$ cat config.mk
export PLATFORM = sky130hd
export DESIGN_NAME = ihc_ctrl
export DESIGN_NICKNAME = d
export VERILOG_FILES = /design/src/common/ihc_pkg.sv /design/src/logic/ihc_sync.sv /design/src/logic/ihc_ctrl.sv
export SDC_FILE = /design/constraint.sdc
export NUM_CORES = 1
export LEC_CHECK = 0
export BUFFER_PORTS_ARGS = -buffer_cell sky130_fd_sc_hd__buf_2
export CAP_MARGIN = 40
export CORE_ASPECT_RATIO = 0.7
export CORE_MARGIN = 2
export CORE_UTILIZATION = 55
export DETAILED_ROUTE_END_ITERATION = 10
export PLACE_DENSITY_LB_ADDON = 0.25
export SLEW_MARGIN = 20
export SYNTH_ARGS = -nofsm -noshare
export SYNTH_HDL_FRONTEND = slang
export SYNTH_SLANG_ARGS = --single-unit
$ cat constraint.sdc
create_clock -name clk -period 2.5 [get_ports clk]
set_input_delay 0.25 -clock clk [delete_from_list [all_inputs] [get_ports clk]]
set_output_delay 0.25 -clock clk [all_outputs]
set_load 0.005 [all_outputs]
$ cat src/common/ihc_pkg.sv
// shared constants and types for the init, halt and input control block
package ihc_pkg;
    localparam int CYC_PULSES = 6;
    localparam logic [2:0] PHASE_LAST = 3'h5;
    localparam logic [2:0] PHASE_FIRST = 3'h0;
    localparam int RST_MIN_CYC = 6;
    localparam logic [2:0] RST_MIN_CNT = 3'h6;
    localparam int R_NUM_SMALL = 10;
    localparam int R_NUM_LARGE = 16;
    localparam int O_WIDTH = 8;
    localparam int IN_WIDTH = 4;
    localparam logic [15:0] R_RESET = 16'h0000;
    localparam logic [7:0] O_RESET = 8'h00;
    localparam logic [3:0] BUS_RESET = 4'h0;

    typedef enum logic [1:0] {
        IHC_PWRUP = 2'b00,
        IHC_RUN = 2'b01,
        IHC_RST = 2'b10,
        IHC_HALT = 2'b11
    } ihc_state_e;

    // one instruction's request to the i/o side, valid at the cycle's last phase
    typedef struct packed {
        logic in_req;
        logic in_to_acc;
        logic r_set;
        logic r_clr;
        logic [3:0] r_addr;
        logic o_load;
        logic [7:0] o_data;
    } ihc_req_s;
endpackage

$ cat src/logic/ihc_sync.sv
// two-stage synchroniser for asynchronous control levels
`timescale 1ns/1ns
`default_nettype none
module ihc_sync #(
    parameter int W = 2
) (
    input wire logic clk,
    input wire logic rst,
    input wire logic ce,
    input wire logic [W-1:0] d,
    output logic [W-1:0] q
);
    logic [W-1:0] meta_q;
    logic [W-1:0] meta_d;
    logic [W-1:0] q_d;

    always_comb begin
        meta_d = ce ? d : meta_q;
        q_d = ce ? meta_q : q;
    end

    always_ff @(posedge clk or posedge rst) begin
        if (rst) begin
            meta_q <= '0;
            q <= '0;
        end else begin
            meta_q <= meta_d;
            q <= q_d;
        end
    end
endmodule
`default_nettype wire

$ cat src/logic/ihc_ctrl.sv
// instruction-cycle timing, power-up/restart, halt and input port steering
`timescale 1ns/1ns
`default_nettype none
//
// Contract
// - six clock pulses form one instruction cycle
// - init clears page, counter, R and O latches
// - power-up ignores K; reset expects K low
// - restart release after six or more cycles resets program address
// - restart high holds R and O latches reset
// - standby request halts at cycle end
// - halt keeps every output unchanged
// - standby release resumes at next address
// - restart forces internal standby request low
// - input request routes selected port to adder
// - input word is tested or loaded to accumulator
// - two input ports share one internal bus
// - select low picks primary port
// - select high picks secondary port
// - latch mode low gives pass mode
// - 10 or 16 addressed output latches
// - eight-bit parallel latch, loaded as a word
// - latch mode high captures secondary pulses
// - bus latches reset, pass or hold per mode
module ihc_ctrl #(
    parameter int R_NUM = ihc_pkg::R_NUM_LARGE
) (
    input wire logic clk,
    input wire logic rst,
    input wire logic ce,
    input wire logic restart_req,
    input wire logic standby_req,
    input wire logic port_select,
    input wire logic latch_mode_select,
    input wire logic [3:0] k_in,
    input wire logic [3:0] l_in,
    input wire ihc_pkg::ihc_req_s req,
    output logic [2:0] phase_q,
    output logic cyc_end_q,
    output logic run_q,
    output logic halted_q,
    output logic pc_clear_q,
    output logic [3:0] in_bus_q,
    output logic acc_load_q,
    output logic [3:0] acc_data_q,
    output logic test_q,
    output logic test_hit_q,
    output logic [R_NUM-1:0] r_out_q,
    output logic [7:0] o_out_q
);
    generate
        if (R_NUM != ihc_pkg::R_NUM_SMALL && R_NUM != ihc_pkg::R_NUM_LARGE) begin : g_bad_rnum
            $error("R_NUM must be 10 or 16");
        end
    endgenerate

    logic restart_s;
    logic standby_s;
    logic standby_eff;
    logic cyc_end;
    ihc_pkg::ihc_state_e st_q, st_d;
    logic [2:0] phase_d;
    logic [2:0] rcnt_q, rcnt_d;
    logic cyc_end_d, run_d, halted_d, pc_clear_d;
    logic [3:0] sense_q, sense_d;
    logic [3:0] in_bus_d, acc_data_d;
    logic acc_load_d, test_d, test_hit_d;
    logic [R_NUM-1:0] r_out_d;
    logic [7:0] o_out_d;

    ihc_sync #(.W(2)) u_sync (
        .clk(clk),
        .rst(rst),
        .ce(ce),
        .d({restart_req, standby_req}),
        .q({restart_s, standby_s})
    );

    assign standby_eff = standby_s & ~restart_s;
    assign cyc_end = (phase_q == ihc_pkg::PHASE_LAST);

    // cycle phase, restart timing and mode sequencing
    always_comb begin
        phase_d = phase_q;
        rcnt_d = rcnt_q;
        st_d = st_q;
        // a frozen clock enable keeps the clear pulse standing as well
        pc_clear_d = ce ? 1'b0 : pc_clear_q;
        if (ce) begin
            if (st_q == ihc_pkg::IHC_HALT) begin
                phase_d = ihc_pkg::PHASE_FIRST;
            end else if (cyc_end) begin
                phase_d = ihc_pkg::PHASE_FIRST;
            end else begin
                phase_d = phase_q + 3'h1;
            end
            if (restart_s) begin
                st_d = ihc_pkg::IHC_RST;
                if (cyc_end && rcnt_q < ihc_pkg::RST_MIN_CNT) begin
                    rcnt_d = rcnt_q + 3'h1;
                end
            end else begin
                rcnt_d = 3'h0;
                unique case (st_q)
                    ihc_pkg::IHC_PWRUP: begin
                        if (cyc_end) begin
                            st_d = ihc_pkg::IHC_RUN;
                            pc_clear_d = 1'b1;
                        end
                    end
                    ihc_pkg::IHC_RST: begin
                        st_d = ihc_pkg::IHC_RUN;
                        phase_d = ihc_pkg::PHASE_FIRST;
                        pc_clear_d = (rcnt_q >= ihc_pkg::RST_MIN_CNT);
                    end
                    ihc_pkg::IHC_RUN: begin
                        if (cyc_end && standby_eff) begin
                            st_d = ihc_pkg::IHC_HALT;
                        end
                    end
                    ihc_pkg::IHC_HALT: begin
                        if (!standby_eff) begin
                            st_d = ihc_pkg::IHC_RUN;
                        end
                    end
                endcase
            end
        end
        cyc_end_d = (phase_d == ihc_pkg::PHASE_LAST) && (st_d != ihc_pkg::IHC_HALT);
        run_d = (st_d == ihc_pkg::IHC_RUN);
        halted_d = (st_d == ihc_pkg::IHC_HALT);
    end

    always_ff @(posedge clk or posedge rst) begin
        if (rst) begin
            st_q <= ihc_pkg::IHC_PWRUP;
            phase_q <= ihc_pkg::PHASE_FIRST;
            rcnt_q <= 3'h0;
            cyc_end_q <= 1'b0;
            run_q <= 1'b0;
            halted_q <= 1'b0;
            pc_clear_q <= 1'b0;
        end else begin
            st_q <= st_d;
            phase_q <= phase_d;
            rcnt_q <= rcnt_d;
            cyc_end_q <= cyc_end_d;
            run_q <= run_d;
            halted_q <= halted_d;
            pc_clear_q <= pc_clear_d;
        end
    end

    // secondary port sense latches: pass when mode low, catch highs when mode high
    genvar gi;
    generate
        for (gi = 0; gi < ihc_pkg::IN_WIDTH; gi++) begin : g_sense
            always_comb begin
                sense_d[gi] = sense_q[gi];
                if (ce) begin
                    if (latch_mode_select) begin
                        sense_d[gi] = sense_q[gi] | l_in[gi];
                    end else begin
                        sense_d[gi] = l_in[gi];
                    end
                end
            end
        end
    endgenerate

    // input bus steering and the adder-side answer
    always_comb begin
        in_bus_d = in_bus_q;
        acc_load_d = 1'b0;
        acc_data_d = acc_data_q;
        test_d = 1'b0;
        test_hit_d = test_hit_q;
        if (!ce) begin
            acc_load_d = acc_load_q;
            test_d = test_q;
        end else if (st_q == ihc_pkg::IHC_PWRUP) begin
            in_bus_d = ihc_pkg::BUS_RESET;
        end else if (st_q != ihc_pkg::IHC_HALT) begin
            in_bus_d = port_select ? sense_q : k_in;
            if (st_q == ihc_pkg::IHC_RUN && !restart_s && cyc_end && req.in_req) begin
                if (req.in_to_acc) begin
                    acc_load_d = 1'b1;
                    acc_data_d = in_bus_q;
                end else begin
                    test_d = 1'b1;
                    test_hit_d = |in_bus_q;
                end
            end
        end
    end

    // addressed and parallel output latches
    always_comb begin
        r_out_d = r_out_q;
        o_out_d = o_out_q;
        if (ce) begin
            if (restart_s || st_q == ihc_pkg::IHC_PWRUP) begin
                r_out_d = ihc_pkg::R_RESET[R_NUM-1:0];
                o_out_d = ihc_pkg::O_RESET;
            end else if (st_q == ihc_pkg::IHC_RUN && cyc_end) begin
                if (int'(req.r_addr) < R_NUM) begin
                    if (req.r_set) begin
                        r_out_d[req.r_addr] = 1'b1;
                    end else if (req.r_clr) begin
                        r_out_d[req.r_addr] = 1'b0;
                    end
                end
                if (req.o_load) begin
                    o_out_d = req.o_data;
                end
            end
        end
    end

    always_ff @(posedge clk or posedge rst) begin
        if (rst) begin
            sense_q <= ihc_pkg::BUS_RESET;
            in_bus_q <= ihc_pkg::BUS_RESET;
            acc_load_q <= 1'b0;
            acc_data_q <= ihc_pkg::BUS_RESET;
            test_q <= 1'b0;
            test_hit_q <= 1'b0;
            r_out_q <= ihc_pkg::R_RESET[R_NUM-1:0];
            o_out_q <= ihc_pkg::O_RESET;
        end else begin
            sense_q <= sense_d;
            in_bus_q <= in_bus_d;
            acc_load_q <= acc_load_d;
            acc_data_q <= acc_data_d;
            test_q <= test_d;
            test_hit_q <= test_hit_d;
            r_out_q <= r_out_d;
            o_out_q <= o_out_d;
        end
    end
endmodule
`default_nettype wire

Word level (Yosys, flattened, before mapping) --
Cells that the tools add are included.
Operators by class: add/subtract/negate cells 2, order comparisons 4, equal/unequal tests 10, mux-type cells 42, bitwise gates (word level) 11, reduce and logical (&&, ||, !) cells 22
Operators with widths (number):
- 16-bit 2-to-1 mux | 4
- 8-bit 2-to-1 mux | 3
- 3-bit 2-to-1 mux | 7
- 1-bit 2-to-1 mux | 17
- 16-bit bitwise AND | 1
- 16-bit NOT | 1
- 16-bit bitwise OR | 1
- 4-bit 2-to-1 mux | 3
- 2-bit 2-to-1 mux | 5
- 5-bit AND reduction | 2
- 1-bit logical AND | 8
- 2-bit case mux with 4 select lines | 1
- 3-bit by 1-bit adder with 3-bit output (second input constant) | 2
- 2-bit equality test (second input constant) | 3
- 3-bit equality test (second input constant) | 2
- 2-bit inequality test (second input constant) | 3
- 3-bit AND reduction | 2
- 2-bit nonzero test | 3
- 4-bit by 5-bit less-than comparator with 1-bit output (second input constant) | 1
- 1-bit demux with 4-bit select | 1
- 2-bit by 1-bit equality test with 1-bit output (second input constant) | 2
- 4-bit by 1-bit greater-or-equal comparator with 1-bit output (second input constant) | 1
- 1-bit bitwise OR | 4
- 2-bit AND reduction | 2
- 10 further kinds | 12
Word-level totals: flip-flop bits (word level) 55, input bits 32, output and inout bits 42, word-level logic and storage cells 108

Depth between registers and ports, before layout --
Gate-level depths: netlist (run 1).
depth in word-level cells 10, depth in mapped cells 6, gate-level depth less buffers 6

By module --
From an unflattened synthesis (run 1), not the netlist that was laid out.
Unflattened totals: cells, all modules 221, area, all modules 2478.6 sq um
Modules (own cells, without submodules):
- ihc_ctrl | instances 1, cells an instance 212, area each 2329.7 sq um, seq. area each 1276.2 sq um
- ihc_sync | instances 1, cells an instance 9, area each 148.9 sq um, seq. area each 100.1 sq um

Least setup slack after synthesis (run 1) --
No wires, ideal clock.
kind flip-flop to flip-flop, start point register phase_q[1], end point register acc_data_q[1], library setup time 128 ps, arrival 1335 ps, data required time 2372 ps, path slack 1037 ps, cell stages (with the launch flop) 5, path buffers 0, clock period less this slack 1463 ps, cell sequence dfrtp_1 > nand2b_2 > nor3_2 > nand4_2 > mux2_1
On the way: cells in the longest elaborated chain, start to end 4
RTL lines:
- start: declaration | RTL line ihc_ctrl.sv:38 | output logic [2:0] phase_q,
- start signal: assignment | RTL line ihc_ctrl.sv:137 | phase_q <= ihc_pkg::PHASE_FIRST;
- start signal: assignment | RTL line ihc_ctrl.sv:145 | phase_q <= phase_d;
- 3-bit equality test | RTL line ihc_ctrl.sv:80 | assign cyc_end = (phase_q == ihc_pkg::PHASE_LAST);
- 1-bit logical AND (2 in series) | RTL line ihc_ctrl.sv:185 | if (st_q == ihc_pkg::IHC_RUN && !restart_s && cyc_end && req.in_req) begin
- 5-bit AND reduction (no source line)
- end signal: assignment | RTL line ihc_ctrl.sv:225 | acc_data_q <= ihc_pkg::BUS_RESET;
- end signal: assignment | RTL line ihc_ctrl.sv:234 | acc_data_q <= acc_data_d;
- end: declaration | RTL line ihc_ctrl.sv:45 | output logic [3:0] acc_data_q,
No other way between the ends. A chain may end at the register's enable or synchronous reset.

Worst setup path in the final report (run 1) --
start point register st_q[0], end point register o_out_q[4]
On the way: cells in the longest elaborated chain, start to end 4, elaborated cells between the ends (all ways) 8, classes of those cells eq/ne: 1; mux: 1; reduce/logical: 6
RTL lines:
- start: declaration | RTL line ihc_ctrl.sv:61 | ihc_pkg::ihc_state_e st_q, st_d;
- start signal: assignment | RTL line ihc_ctrl.sv:136 | st_q <= ihc_pkg::IHC_PWRUP;
- start signal: assignment | RTL line ihc_ctrl.sv:144 | st_q <= st_d;
- 2-bit by 1-bit equality test with 1-bit output or 2-bit zero test (tied branches) | RTL line ihc_ctrl.sv:205, ihc_ctrl.sv:202
- 1-bit logical AND or 1-bit logical OR (tied branches) | RTL line ihc_ctrl.sv:205, ihc_ctrl.sv:202
- 2-bit nonzero test (no source line)
- 3-bit AND reduction (no source line)
- end signal: assignment | RTL line ihc_ctrl.sv:229 | o_out_q <= ihc_pkg::O_RESET;
- end signal: assignment | RTL line ihc_ctrl.sv:238 | o_out_q <= o_out_d;
- end: declaration | RTL line ihc_ctrl.sv:49 | output logic [7:0] o_out_q
Parallel ways exist; a longest one is shown, timed or not.

==> flow_metrics.env, run 1 <==
export IMPL_cts_made_buffers=5
export IMPL_fill_cells=367
export IMPL_slew_headroom=0.580
export IMPL_ys_warn_count=0
export IMPL_maxCapViolations=0
export IMPL_syn_area_sq_um=2610
export IMPL_clockBufferDepth=2
export IMPL_worstPathArrival_ps=2200
export IMPL_cp_end_kind="register"
export IMPL_h_tree_depth=2
export IMPL_p_sw_uw=716
export IMPL_dieArea_sq_um=5320
export IMPL_root_buffer="clkbuf_8"
export IMPL_diodes=0
export IMPL_gr_total_overflow=0
export IMPL_yosys_top_cells_area="dfrtp_1 53%, o211ai_1 4.9%, a22o_1 4.4%"
export IMPL_clock_latency_ps=310
export IMPL_synth_edf_count=0
export IMPL_via_per_inst=6.00
export IMPL_synth_nets=267
export IMPL_grt_pass1_wl_mm=9.23
export IMPL_cp_endpoint="o_out_q[4]"
export IMPL_yosys_area_top_type="dfrtp_1"
export IMPL_syn_inst=233
export IMPL_ff2ff_setup_slack_ps=550
export IMPL_p_int_uw=1550
export IMPL_antenna_found_initial=0
export IMPL_avgRoutedWirePerCell_microns=16.2
export IMPL_row_count=20
export IMPL_grt_use_total=0.232
export IMPL_synth_top_cell_area_share=0.527
export IMPL_cellLeakagePower_uw=0.00157
export IMPL_place_congestion=0.914
export IMPL_cts_resized_gates=0
export IMPL_synth_avg_cell_area_sq_um=11.2
export IMPL_postRouteWirelength_mm=5.83
export IMPL_dpl_hpwl_mm=4.24
export IMPL_multi_input_area_sq_um=1140
export IMPL_seqPwrFrac=0.497
export IMPL_r2r_cells=4
export IMPL_finalWorstSetupSlack_ps=553
export IMPL_reg2reg_to="o_out_q[4]"
export IMPL_layout_drive_gt1_share=0.339
export IMPL_rsz0062_at_grt="no"
export IMPL_ys_ff_latch=55
export IMPL_async_flop_share=1.00
export IMPL_whs_ps=-4.81
export IMPL_hold_viol=10
export IMPL_finalMaxSlewViolations=0
export IMPL_powerDensity_nw_per_um2=725
export IMPL_clock_skew_ps=6.54
export IMPL_synth_seq_area_share=0.527
export IMPL_port_buffers=73
export IMPL_violations="negative hold slack"
export IMPL_initial_utilization=0.586
export IMPL_clkPwrFrac=0.266
export IMPL_grt_start_max_net_pins=29
export IMPL_die_w_microns=86.4
export IMPL_status="finished with violations"
export IMPL_hold_buffers=0
export IMPL_pre_cts_slack_ps=564
export IMPL_vias=2153
export IMPL_postCtsSetupBuffers=0
export IMPL_fp_dieH_microns=61.7
export IMPL_finalNetCount=337
export IMPL_timing_final_crit_share=0.779
export IMPL_critPathLaunch="st_q[0]"
export IMPL_setup_viol=0
export IMPL_core_sq_um=4450
export IMPL_layout_cells_non_filler=359
export IMPL_hp_class="in -> async"
export IMPL_tightestPinTransition_ps=630
export IMPL_crit_type="reg -> reg"
export IMPL_area_growth_pct=19.9
export IMPL_cp_required_ps=2750
export IMPL_postRouteAntennaNets=0
export IMPL_fin_tns_setup_ps=0
export IMPL_area_sequential_sq_um=1380
export IMPL_drt_iter0_drc=148
export IMPL_timing_fmax_ghz=0.514
export IMPL_ir_drop_mv=0.458
export IMPL_detail_route_first_pass_iterations=5
export IMPL_cts_tree="yes"
export IMPL_critPathSlowestCell="dfrtp_1"
export IMPL_synth_cell_types=46
export IMPL_power_uw=2270
export IMPL_cp_max_fo=22
export IMPL_io_pins=74
export IMPL_cts_sinks=55
export IMPL_drcViolationCount=0
export IMPL_grt_pass1_vias=1852
export IMPL_place_inst=351
export IMPL_max_stage_delay_ps=760
export IMPL_r2r_start="st_q[0]"
export IMPL_ys_flop_type="dfrtp_1"
export IMPL_swShare=0.315
export IMPL_worstSetupStartpointType="register"
export IMPL_clk_pin_slew_worst_paths_ps=90
export IMPL_fin_util=0.703
export IMPL_critical_path_cell_chain="and2b_1 > inv_1 > nor4b_4 > a22o_1"
export IMPL_fin_crit_ps=1950
export IMPL_pwr_share_comb=0.237
-- cells in the final DEF (no fill, tap or decap), types with 4 or more instances in the layout --
cell	netlist	final
a31oi_1	5	5
nor2_1	5	5
a21oi_1	4	4
o21ai_0	14	14
o21ai_1	15	15
nand2_1	16	16
buf_2	6	73
clkbuf_8	0	6
dfrtp_1	55	55
mux2_2	8	8
inv_1	8	7
o21a_1	11	11
nand3b_1	4	4
o211ai_1	17	17
nand2b_1	8	8
a22o_1	13	13
mux2i_1	4	4
-- logic make-up after synthesis --
family,count (synthesis),share of synthesized area
AOI/OAI and AO/OA,88,0.234
DFF,55,0.527
and+or+nand+nor,53,0.133
buffers and inverters,20,0.0345
muxes,14,0.0585
adders and majority gates,2,0.00958
xor gates and xnor gates,1,0.00335
-- layer usage --
metal / vias to the layer above / track usage / part of all wire
met3: 4 / 0.0643 / 0.080
met5: - / 0 / 0
met4: 0 / 0.0580 / 0.0082
li1: 999 / - / -
met2: 94 / 0.315 / 0.43
met1: 1056 / 0.365 / 0.48
-- state kept, by name, summed over array words and instances, names as in the netlist, 3 cells and up, named ones only --
| signal | flops |
|---|---|
| acc_data_q | 4 |
| in_bus_q | 4 |
| o_out_q | 8 |
| phase_q | 3 |
| r_out_q | 16 |
| rcnt_q | 3 |
| sense_q | 4 |
-- power by group through the flow --
stage	clock (uW)	combinational, uW	sequential [uW]
floorplan	0	419	1080
global placement	0	524	1130
detailed placement	0	530	1140
CTS	613	538	1130
global route	642	600	1150
finish	604	538	1130
-- cell usage after synthesis (2+ instances only) --
library cell / number
o31a_1: 2
mux2_2: 8
o211ai_1: 17
ha_1: 2
nand3_1: 2
nor2_1: 5
a21oi_1: 4
nand4b_1: 2
o21ai_0: 14
nor3_1: 2
mux2_1: 2
clkbuf_1: 4
mux2i_1: 4
a22o_1: 13
o21a_1: 11
buf_2: 6
inv_1: 8
a31oi_1: 5
nand2b_1: 8
nand2_1: 16
nand3b_1: 4
a21o_1: 2
dfrtp_1: 55
o21ai_1: 15
-- worst min-delay path by stage --
| stage | from | end | slack [ps] | depth (start not counted) |
|---|---|---|---|---|
| 6_report | rst | u_sync.meta_q[1] | -5 | 2 |
| 5_1_grt | rst | r_out_q[15] | 40 | 2 |
| 4_1_cts | rst | u_sync.meta_q[1] | 4 | 2 |
| 3_5_place_dp | rst | u_sync.meta_q[1] | 350 | 2 |
| 3_3_place_gp | rst | async pin | 350 | 2 |
| 2_1_floorplan | req[0] | o_out_q[0] | 380 | 1 |
-- worst max-delay path: cells and delay by family (launching register included) --
| family | cells | cell delay (ps) |
|---|---|---|
| flops | 1 | 760 |
| buf+inv | 1 | 100 |
| simple gates | 2 | 820 |
| compound gates | 1 | 210 |
-- metrics by stage --
step | hold slack, ps | instance area (sq um)
3_5_place_dp | 353 | 3010
5_1_grt | 42.3 | 3130
2_1_floorplan | 383 | 2610
4_1_cts | 4.33 | 3130
6_report | -4.81 | 3130
3_3_place_gp | 347 | 3010
-- cell type report --
cell class	count	area share
Inverter	8	0.00959
Clock inverter	2	0.0112
Tap cell	55	0.0220
Multi-Input combinational cell	158	0.366
Clock buffer	6	0.0264
Sequential cell	55	0.440
Timing Repair Buffer	75	0.125
(Power assumes the default switching activity.)
==> run 2, diff against run 1 <==
CORE_UTILIZATION = 47   (was 55)
clock period = 1.65 ns   (was 2.5 ns; I/O delays follow)
==> flow_metrics.env, run 2 (same netlist as run 1, synthesis figures left out) <==
export IMPL_finalNetCount=346
export IMPL_place_congestion=0.840
export IMPL_largest_reg_flops=16
export IMPL_grt_use_total=0.198
export IMPL_vias=2084
export IMPL_die_w_microns=93.1
export IMPL_core_sq_um=5310
export IMPL_ir_drop_mv=0.697
export IMPL_cp_end_kind="register"
export IMPL_rsz0062_at_grt="yes"
export IMPL_top_register="r_out_q"
export IMPL_reg_top3="r_out_q x16, o_out_q x8"
export IMPL_grt_start_max_net_pins=56
export IMPL_tightestPinTransition_ps=508
export IMPL_avgRoutedWirePerCell_microns=15.0
export IMPL_io_pins=74
export IMPL_powerDensity_nw_per_um2=1120
export IMPL_diodes=0
export IMPL_detail_route_first_pass_iterations=5
export IMPL_cellLeakagePower_uw=0.00162
export IMPL_root_buffer="clkbuf_8"
export IMPL_cts_made_buffers=5
export IMPL_worstPathArrival_ps=1750
export IMPL_clock_skew_ps=6.32
export IMPL_place_area_sq_um=3090
export IMPL_hold_viol=0
export IMPL_row_count=22
export IMPL_power_uw=3630
export IMPL_fin_crit_ps=1560
export IMPL_fin_tns_setup_ps=0
export IMPL_timing_fmax_ghz=0.642
export IMPL_initial_utilization=0.492
export IMPL_cp_required_ps=1840
export IMPL_dpl_hpwl_mm=4.27
export IMPL_crit_type="reg -> reg"
export IMPL_cp_max_fo=16
export IMPL_area_growth_pct=24.1
export IMPL_maxCapViolations=0
export IMPL_cts_sinks=55
export IMPL_dieArea_sq_um=6180
export IMPL_h_tree_depth=2
export IMPL_worstSetupStartpointType="register"
export IMPL_postRouteWirelength_mm=5.77
export IMPL_fin_util=0.610
export IMPL_clk_pin_slew_worst_paths_ps=100
export IMPL_finalMaxSlewViolations=0
export IMPL_clockBufferDepth=2
export IMPL_layout_cells_non_filler=385
export IMPL_design_area_sq_um=3240
export IMPL_layout_commonest_cell="buf_2"
export IMPL_slew_headroom=0.661
export IMPL_via_per_inst=5.41
export IMPL_cts_tree="yes"
export IMPL_antenna_found_initial=0
export IMPL_layout_drive_gt1_share=0.358
export IMPL_drcViolationCount=0
export IMPL_setup_viol=0
export IMPL_status="finished, final reports clean"
export IMPL_drt_iter0_drc=96
export IMPL_fp_dieH_microns=66.4
export IMPL_hp_class="in -> reg"
export IMPL_clock_latency_ps=310
export IMPL_port_buffers=73
export IMPL_timing_final_crit_share=0.944
export IMPL_postRouteAntennaNets=0
export IMPL_grt_pass1_wl_mm=9.46
export IMPL_layout_common_cells="73 x buf_2, 54 x dfrtp_1, 17 x o211ai_1"
export IMPL_place_inst=375
export IMPL_grt_pass1_vias=1971
export IMPL_gr_total_overflow=0
run 2: cell type report:
class / instances / area [sq um]
fillers: 467 / 2070
flip-flops and latches: 55 / 1380
multi-input cells: 158 / 1140
repair buffers: 84 / 463
well taps: 72 / 90.1
clock buffers: 5 / 68.8
clock inverters: 3 / 67.6
inverters: 8 / 30.0
run 2: worst max-delay path: stages, from the launching register on:
cell and delay (ps):
dfrtp_1 470, and3b_4 310, o2111ai_4 280, o211ai_1 290, o21ai_1 90
run 2: path summary, 6_finish.rpt:
kind,start,end,slack (ps),depth (start not counted)
worst max-delay path,phase_q[2],r_out_q[15],90,4
worst min-delay path,req[2],o_out_q[2],70,2
worst max register to register,phase_q[2],r_out_q[15],90,4
worst min register to register,acc_data_q[3],acc_data_q[3],500,1
max in group asynchronous,rst,st_q[1],960,4
min in group asynchronous,rst,r_out_q[11],450,4
run 2: power by group:
group | leakage, uW | switching, uW | internal, uW
combinational | 0.000817 | 500 | 425
sequential | 0.000735 | 165 | 1490
clock | 0.0000644 | 443 | 605
total | 0.00162 | 1110 | 2520
run 2: repair_timing:
action,in CTS,in global routing
buffers inserted,0,1
hold buffers,1,0
endpoints found under the setup margin,0,17
gates resized for setup,0,1
hold endpoints to repair,55,0
run 2: through the flow:
stage                     worst slack [ps]  hold WS [ps]
after floorplan                        142           298
after global placement                 115           240
after detailed placement              41.8           241
after CTS                             23.6          67.1
after global routing                 -6.60          57.5
final                                 91.6          70.2
run 2: metal layers:
| layer | vias up | track usage | routed length (microns) |
|---|---|---|---|
| met2 | 40 | 0.285 | 2480 |
| met5 | - | 0 | 0 |
| met3 | 5 | 0.0445 | 237 |
| met4 | 0 | 0.0551 | 46 |
| li1 | 1021 | - | - |
| met1 | 1018 | 0.299 | 3010 |
